`config.mk`:
```
export PLATFORM = sky130hd
export DESIGN_NAME = rnpc_ctrl
export DESIGN_NICKNAME = d
export VERILOG_FILES = /design/src/design/rnpc_pkg.sv /design/src/design/rnpc_ctrl.sv /design/src/design/rnpc_pin_sync.sv
export VERILOG_INCLUDE_DIRS = /design/src /design/src/design
export SDC_FILE = /design/constraint.sdc
export NUM_CORES = 1
export LEC_CHECK = 0
export BUFFER_PORTS_ARGS = -buffer_cell sky130_fd_sc_hd__clkbuf_2
export CORE_MARGIN = 2
export CORE_UTILIZATION = 40
export DETAILED_ROUTE_END_ITERATION = 8
export PLACE_DENSITY_LB_ADDON = 0.3
export SLEW_MARGIN = 10
export SYNTH_ARGS = -nofsm -noshare
export SYNTH_HDL_FRONTEND = slang
export SYNTH_SLANG_ARGS = --single-unit
export TNS_END_PERCENT = 30
```
`constraint.sdc`:
```
create_clock -name clk_i -period 2.4 [get_ports clk_i]
set_clock_uncertainty 0.15 [all_clocks]
set_input_delay 0.48 -clock clk_i [delete_from_list [all_inputs] [get_ports clk_i]]
set_output_delay 0.48 -clock clk_i [all_outputs]
set_load 0.01 [all_outputs]
```
`src/design/rnpc_params.svh`:
```
`ifndef RNPC_PARAMS_SVH
`define RNPC_PARAMS_SVH
// Clock period in picoseconds (125 MHz)
`define RNPC_CLK_PERIOD_PS 8000
// Spike filter: shortest pulse always passed, in ns
`define RNPC_PASS_NS 100
// Spike filter: longest pulse always ignored, in ns
`define RNPC_REJECT_NS 10
// Filter length in cycles: above reject time, at or below pass time (rounded down)
`define RNPC_FILT_CYC ((`RNPC_PASS_NS * 1000) / `RNPC_CLK_PERIOD_PS)
// Counter width for the filter
`define RNPC_FILT_W 4
// Length of the internal reset sequence in cycles
`define RNPC_SEQ_CYC 64
// Counter width for the sequence
`define RNPC_SEQ_W 7
// Reset values
`define RNPC_BID_RST 1'b0
`endif

```
`src/design/rnpc_pkg.sv`:
```
package rnpc_pkg;
  // Reset sequencer states, one-hot
  typedef enum logic [2:0] {
    RNPC_RUN = 3'b001,
    RNPC_SEQ = 3'b010,
    RNPC_INIT = 3'b100
  } rnpc_state_t;
endpackage : rnpc_pkg

```
`src/design/rnpc_ctrl.sv`:
```
`include "rnpc_params.svh"
module rnpc_ctrl (
  // Clock and reset
  input wire logic clk_i,
  input wire logic reset_i,
  // Board pins
  input wire logic reset_request_pin_i,
  output logic reset_request_pin_o,
  output logic reset_request_pin_oe_o,
  output logic reset_indicator_pin_o,
  input wire logic urgent_interrupt_pin_i,
  // Reset sources from the CPU
  input wire logic sw_reset_i,
  input wire logic wdt_reset_i,
  // Instruction strobes
  input wire logic end_of_init_i,
  input wire logic power_down_instr_i,
  // Configuration write of bid_reset_enable
  input wire logic bid_reset_wr_i,
  input wire logic bid_reset_wdata_i,
  // Status and events
  output logic bid_reset_enable_o,
  output logic core_reset_o,
  output logic nmi_trap_o,
  output logic power_down_o
);
  import rnpc_pkg::*;
  ////////////////////////////////////////////////////////////////////////////
  // Timing constants
  // Low time that counts as a request, in cycles; shorter lows never reset
  localparam int FILT = `RNPC_FILT_CYC;
  // Length of the internal reset sequence, in cycles
  localparam int SEQ = `RNPC_SEQ_CYC;
  ////////////////////////////////////////////////////////////////////////////
  // State
  typedef struct packed {
    rnpc_state_t fsm;                      // Sequencer state
    logic [`RNPC_FILT_W-1:0] filt;         // Low-time counter
    logic [`RNPC_SEQ_W-1:0] seq;           // Sequence counter
    logic bid;                             // Bidirectional enable
    logic ind;                             // Indicator level
    logic nmi_q;                           // Previous urgent level
    logic trap;                            // Trap pulse
    logic pdn;                             // Power-down latched
  } rnpc_ctrl_t;
  rnpc_ctrl_t st;
  rnpc_ctrl_t next_st;
  logic rst_lvl;    // Synchronised reset pin
  logic nmi_lvl;    // Synchronised urgent pin
  logic hw_req;     // Filtered hardware request
  logic any_req;    // Any reset source
  ////////////////////////////////////////////////////////////////////////////
  // Synchronisers
  rnpc_pin_sync u_rst_sync (
    .clk_i(clk_i),
    .reset_i(reset_i),
    .pin_i(reset_request_pin_i),
    .level_o(rst_lvl)
  );
  rnpc_pin_sync u_nmi_sync (
    .clk_i(clk_i),
    .reset_i(reset_i),
    .pin_i(urgent_interrupt_pin_i),
    .level_o(nmi_lvl)
  );
  // Request once low has lasted the filter length
  assign hw_req = (st.filt == FILT[`RNPC_FILT_W-1:0]);
  assign any_req = hw_req | sw_reset_i | wdt_reset_i;
  ////////////////////////////////////////////////////////////////////////////
  // Next state
  // Reset sources are hardware (filtered pin), software and watchdog; any of
  // them starts the sequence, after which the block waits for end-of-init.
  // In bidirectional mode the block holds the pin low itself during the
  // sequence, so a short board pulse ends up as long as the sequence.
  always_comb begin
    next_st = st;
    next_st.trap = 1'b0;
    next_st.nmi_q = nmi_lvl;
    // Count low time; our own drive is seen too, which holds the request
    if (rst_lvl) begin
      next_st.filt = '0;
    end else if (!hw_req) begin
      next_st.filt = st.filt + 1'b1;
    end
    // Falling urgent edge
    if (st.nmi_q && !nmi_lvl) begin
      next_st.trap = 1'b1;
    end
    unique case (st.fsm)
      RNPC_RUN: begin
        // Power-down only with urgent pin low
        if (power_down_instr_i && !nmi_lvl) begin
          next_st.pdn = 1'b1;
        end
        // Writes allowed before init only
        if (bid_reset_wr_i && !st.ind) begin
          next_st.bid = bid_reset_wdata_i;
        end
      end
      RNPC_SEQ: begin
        // Run full length regardless of request length
        if (st.seq == SEQ[`RNPC_SEQ_W-1:0] - 1'b1) begin
          next_st.fsm = RNPC_INIT;
        end else begin
          next_st.seq = st.seq + 1'b1;
        end
      end
      RNPC_INIT: begin
        // Configurable until end-of-init
        if (bid_reset_wr_i) begin
          next_st.bid = bid_reset_wdata_i;
        end
        if (end_of_init_i) begin
          next_st.ind = 1'b1;
          next_st.fsm = RNPC_RUN;
        end
      end
      default: next_st.fsm = RNPC_SEQ;
    endcase
    // Any reset restarts the sequence, indicator low, unless a hardware request stands during the sequence
    if (any_req && !(st.fsm == RNPC_SEQ && hw_req)) begin
      next_st.fsm = RNPC_SEQ;
      next_st.seq = '0;
      next_st.ind = 1'b0;
      next_st.pdn = 1'b0;
    end
    // Enable cleared as the sequence ends, not as it starts: the old value
    // must stand for the whole sequence so that the pin is driven low
    if (st.fsm == RNPC_SEQ && next_st.fsm == RNPC_INIT) begin
      next_st.bid = `RNPC_BID_RST;
      // Our own low drive lingers in the synchroniser for a few cycles;
      // restarting the count keeps it from restarting the sequence, while a
      // board that still holds the pin low is counted afresh
      next_st.filt = '0;
    end
  end
  ////////////////////////////////////////////////////////////////////////////
  // Register
  always_ff @(posedge clk_i) begin
    if (reset_i) begin
      st <= '{fsm: RNPC_SEQ, filt: '0, seq: '0, bid: `RNPC_BID_RST, ind: 1'b0,
              nmi_q: 1'b1, trap: 1'b0, pdn: 1'b0};
    end else begin
      st <= next_st;
    end
  end
  ////////////////////////////////////////////////////////////////////////////
  // Outputs; enable active low drives pin low
  // Open-drain line: the value is always low, the enable decides
  assign reset_request_pin_o = 1'b0;
  // Pulled low only while enabled and the sequence runs
  assign reset_request_pin_oe_o = !(st.bid && st.fsm == RNPC_SEQ);
  // Low from any reset until end-of-init
  assign reset_indicator_pin_o = st.ind;
  // Current enable, as software sees it
  assign bid_reset_enable_o = st.bid;
  // Core held in reset while the sequence runs
  assign core_reset_o = (st.fsm == RNPC_SEQ);
  // One-cycle trap request
  assign nmi_trap_o = st.trap;
  // Power-down stays until the next reset
  assign power_down_o = st.pdn;
  ////////////////////////////////////////////////////////////////////////////
  // Assertions
  // Indicator low while the sequence runs
  ind_low_seq_a: assert property (@(posedge clk_i) disable iff (reset_i)
    (st.fsm == RNPC_SEQ) |-> !reset_indicator_pin_o) else $error("ind high in reset");
  // Indicator released only by end-of-init
  ind_rise_a: assert property (@(posedge clk_i) disable iff (reset_i)
    $rose(reset_indicator_pin_o) |-> $past(end_of_init_i)) else $error("ind rose early");
  // Every synchronised falling edge gives a trap
  trap_edge_a: assert property (@(posedge clk_i) disable iff (reset_i)
    (st.nmi_q && !nmi_lvl) |=> nmi_trap_o) else $error("trap missed");
  // No trap without a falling edge
  trap_cause_a: assert property (@(posedge clk_i) disable iff (reset_i)
    nmi_trap_o |-> $past(st.nmi_q) && !$past(nmi_lvl)) else $error("bad trap");
  // Power-down taken with the urgent pin low
  pdn_low_a: assert property (@(posedge clk_i) disable iff (reset_i)
    (power_down_instr_i && !nmi_lvl && st.fsm == RNPC_RUN && !any_req) |=> power_down_o)
    else $error("pdn not entered");
  // Power-down never taken with the urgent pin high
  pdn_high_a: assert property (@(posedge clk_i) disable iff (reset_i)
    $rose(power_down_o) |-> !$past(nmi_lvl)) else $error("pdn with nmi high");
  // Pin pulled low from the first cycle of a sequence that starts enabled
  bid_drive_a: assert property (@(posedge clk_i) disable iff (reset_i)
    (bid_reset_enable_o && !core_reset_o) ##1 core_reset_o |-> !reset_request_pin_oe_o [*8])
    else $error("pin not driven");
  // Enable frozen once end-of-init has run
  bid_lock_a: assert property (@(posedge clk_i) disable iff (reset_i)
    (reset_indicator_pin_o && !any_req) |=> $stable(bid_reset_enable_o))
    else $error("enable changed");
  // Enable cleared as each sequence ends
  bid_clear_a: assert property (@(posedge clk_i) disable iff (reset_i)
    $fell(core_reset_o) |-> !bid_reset_enable_o) else $error("enable kept");
  // Enable, and so the drive, unchanged through the sequence
  bid_hold_a: assert property (@(posedge clk_i) disable iff (reset_i)
    (core_reset_o && $past(core_reset_o)) |-> $stable(bid_reset_enable_o))
    else $error("enable moved in sequence");
  // A sequence lasts at least eight cycles, however short the request
  seq_full_a: assert property (@(posedge clk_i) disable iff (reset_i)
    $rose(core_reset_o) |-> core_reset_o [*8]) else $error("seq short");
  // Thirteen low cycles outside the sequence always reset
  filt_req_a: assert property (@(posedge clk_i) disable iff (reset_i)
    (!rst_lvl && !core_reset_o) [*8] ##1 (!rst_lvl && !core_reset_o) [*5]
    |=> core_reset_o) else $error("reset missed");
  // A two-cycle low never makes a request
  spike_a: assert property (@(posedge clk_i) disable iff (reset_i)
    (st.fsm == RNPC_RUN && rst_lvl) ##1 !rst_lvl [*2] ##1 rst_lvl |-> !hw_req)
    else $error("spike passed");
  // Main scenarios
  cov_trap_c: cover property (@(posedge clk_i) nmi_trap_o);
  cov_pdn_c: cover property (@(posedge clk_i) $rose(power_down_o));
  cov_init_c: cover property (@(posedge clk_i) $rose(reset_indicator_pin_o));
  cov_bid_c: cover property (@(posedge clk_i) !reset_request_pin_oe_o);
  cov_hw_c: cover property (@(posedge clk_i) hw_req && st.fsm == RNPC_RUN);
endmodule : rnpc_ctrl

```
`src/design/rnpc_pin_sync.sv`:
```
`include "rnpc_params.svh"
module rnpc_pin_sync (
  // Clock and reset
  input wire logic clk_i,
  input wire logic reset_i,
  // Raw pin
  input wire logic pin_i,
  // Debounced level
  output logic level_o
);
  import rnpc_pkg::*;
  ////////////////////////////////////////////////////////////////////////////
  // Three-stage chain; a change counts once stages two and three agree
  typedef struct packed {
    logic [2:0] chain;
    logic level;
  } rnpc_sync_t;
  rnpc_sync_t st;
  rnpc_sync_t next_st;
  // Shift and take agreeing value
  always_comb begin
    next_st = st;
    next_st.chain = {st.chain[1:0], pin_i};
    if (st.chain[1] == st.chain[2]) begin
      next_st.level = st.chain[2];
    end
  end
  // Register, idle high
  always_ff @(posedge clk_i) begin
    if (reset_i) begin
      st <= '{chain: 3'h7, level: 1'b1};
    end else begin
      st <= next_st;
    end
  end
  assign level_o = st.level;
endmodule : rnpc_pin_sync

```
==> results.md <==
* Status: finished, final reports clean
* Switching Fraction at 20.8%
* Post-Synth XOR/XNOR Area at 3.03%
* P_int at 529 uW
* Ant diodes at 0
* Clk sinks at 27
* Total die area at 0.00334 mm^2
* Grt total ovfl at 0
* Via-to-Cell Ratio at 5.22
* Cell Rows at 19
* Mapped Nets at 136
* Vias after detailed routing at 888
* CP max stage delay at 430 ps
* Commonest cells in the netlist: dfxtp_1 (27), nor2_1 (15), a21oi_1 (8), or2_2 (8), nand3_1 (6)
* Initial antenna violation count at 0
* P&R area growth vs syn at 10.2%
* Fin. Hold Viols at 0
* Antenna-violating nets left at 0
* Synth Area in Simple Gates at 29.5%
* Synthesized cell area at 0.00116 mm^2
* Synth top area share at 46.8%
* CP bufs+invs at 1
* Crit Path Class: reg2reg
* TritonCTS clock tree: yes
* Share of layout cells above drive strength 1 at 25.2%
* Die Ht at 57.8 um
* Top cells by area, synth: dfxtp_1 (47%), nor2_1 (4.9%), nor3b_2 (4.3%), or2_2 (4.3%), a21oi_1 (3.5%)
* Top delay family on crit path: simple AND/OR/NAND/NOR gates
* First-pass GRT wire length at 3400 um
* Setup TNS at 0 ps
* Drt wl/cell at 11.8 um
* Post-DP HPWL at 1490 um
* Max-slew headroom at 66.1%
* Setup WS pre-CTS at 375 ps
* Final worst path period share at 84.9%
* Longest Clk Path Bufs at 2
* Post-layout minimum cycle time at 2040 ps
* Compound-Gate Fraction of Synth Area at 11.1%
* WP data required at 2470 ps
* Total Power at 668 uW
* Io pins at 17
* Yosys top cell by area: dfxtp_1
* Unrepaired setup endpoints after global routing: false
* Core Util, Final at 46.2%
* Final WS setup at 363 ps
* Post-cts gate resize count at 0
* YS warnings at 0
* Final Slew Violations at 0
* Fin nets at 153
* Main combinational cell family by area after synthesis: simple AND/OR/NAND/NOR gates
* Setup violators final at 0
* Core region area at 0.00276 mm^2
* DRT Wirelength at 2000 um
* Total CTS buffers at 3
* Critical path data arrival time at 2110 ps
* Filler Cell Count at 291
* Adder-cell share of the synthesized area at 3.25%
* Post-synth EDFFs at 0
* Net switching power at 139 uW
* Leak Pwr at 0.000493 uW
* Clock power frac at 28.3%
* CTS Root Cell: clkbuf_4
* Initial core utilization at 41.9%
* Cells after Synth at 123
* CP Capture Type: flip-flop
* Critical Path Fanout Max at 12
* Sequential power share at 68.2%
* Pwr/cell area at 525 mW/mm^2
* Pre-antenna DRT Iters at 4
* H-tree levels at 1
* CP Launch Type: flip-flop
* Transition time of the tightest slew-check pin at 509 ps
* GP Congestion at 0.764
* DIE WIDTH at 57.8 um
* Clock-pin slew on the worst setup and hold paths at 140 ps
* Hold Crit Class: in2reg
* CP Cell Sequence: inv_1 > ha_1 > nand3_1 > mux2i_1 > or2_1 > or2_2
* Comb pwr share at 3.5%
* 1st-iter DRT viols at 37
* Synth unique cells at 38
* Sequential share of the synthesized area at 46.8%
* #FFs+latches synth at 27
* Global-route usage over all layers at 13.1%
* Largest net degree at the start of global routing at 15
* # hold bufs at CTS at 0
* Setup Buffers After CTS at 0
* CP max-delay cell: dfxtp_1
* Ys async rst share at 0%
* Vias in the first global route at 808
* Peak VDD IR at 0.494 mV
* Synth Flop Type: dfxtp_1
* Max frequency at 0.491 GHz
* DRC Markers at 0
* Post-synthesis mux area share at 1.73%
* Clk_lat worst skew at 310 ps
* Syn Area/Cell at 9.40 um^2
* Max-Cap Viols at 0
* Top-count cell post-synth: dfxtp_1
* PortBufs at 15
* R2R Setup Slk at 360 ps
[worst reg2reg max path: cells and delay by family, from the launching register on]
family / cells / cell delay (ps)
buffers and inverters: 1 / 60
muxes: 1 / 110
and+or+nand+nor: 3 / 970
DFF: 1 / 430
adders and majority gates: 1 / 210
[metal layers]
metal | routed length (um) | part of all wire (%) | track usage [%] | up-vias
li1 | - | - | - | 460
met1 | 1050 | 52 | 17.0 | 410
met2 | 863 | 43 | 21.3 | 16
met3 | 76 | 3.8 | 4.02 | 2
met4 | 9 | 0.45 | 2.99 | 0
met5 | 0 | 0 | 0 | -
[kinds of logic (layout without fill, tap and decap cells)]
| group | count (synthesis) | after routing |
|---|---|---|
| AND/OR/NAND/NOR | 57 | 57 |
| flip-flops | 27 | 27 |
| AO/OA/AOI/OAI | 20 | 20 |
| buffers and inverters | 9 | 25 |
| XOR/XNOR | 4 | 4 |
| adder cells (fa/ha/maj) | 3 | 3 |
| multiplexers | 2 | 2 |
| other | 1 | 1 |
[registers in the layout, indices dropped and copies added, names as in the netlist]
| name | cells |
|---|---|
| u_rst_sync.next_st | 2 |
| u_rst_sync.st | 1 |
| st | 15 |
| u_nmi_sync.st | 1 |
| u_rst_sync.level_o | 1 |
| bid_reset_enable_o | 1 |
| power_down_o | 1 |
| u_nmi_sync.level_o | 1 |
| u_nmi_sync.next_st | 2 |
| nmi_trap_o | 1 |
| reset_indicator_pin_o | 1 |
[layout make-up]
type | instances | area [um^2] | area share (%)
inverter | 5 | 18.8 | 1.47
tap | 31 | 38.8 | 3.05
sequential | 27 | 541 | 42.4
multi-input combinational | 87 | 567 | 44.5
timing repair buffer | 16 | 82.6 | 6.48
clock buffer | 4 | 26.3 | 2.06
[worst paths after layout]
kind,from,to,cells after the start
hold reg to reg,st[2],nmi_trap_o,2
hold / removal,reset_request_pin_i,u_rst_sync.next_st[2],2
setup / recovery,st[12],st[17],6
setup reg to reg,st[12],st[17],6
[power groups by stage]
stage	Combinational, uW	Clock [uW]	Sequential [uW]
finish	23.2	189	456
CTS	23.6	199	456
detailed placement	23.5	0	466
global route	26.4	219	457
global placement	22.7	0	465
floorplan	15.4	0	465
[stage by stage]
stage | area [um^2] | hold WS [ps] | cells
5_1_grt | 1270 | 188 | 170
6_report | 1270 | 192 | 170
2_1_floorplan | 1160 | 239 | 123
3_3_place_gp | 1250 | 243 | 166
3_5_place_dp | 1250 | 248 | 166
4_1_cts | 1270 | 182 | 170
[placed cells by master, fill, tap and decap left out, drive strengths merged, types with 2 or more instances in the layout]
cell	count
nand2	5
dfxtp	27
xnor2	3
or2	9
o21ai	2
o21bai	2
nor2	15
clkbuf	19
a21oi	8
nor3b	6
mux2i	2
a31oi	3
ha	3
nor3	4
nand2b	2
a211oi	2
nor4	2
inv	5
nand3	6
Power figures use the tool's default switching activity.
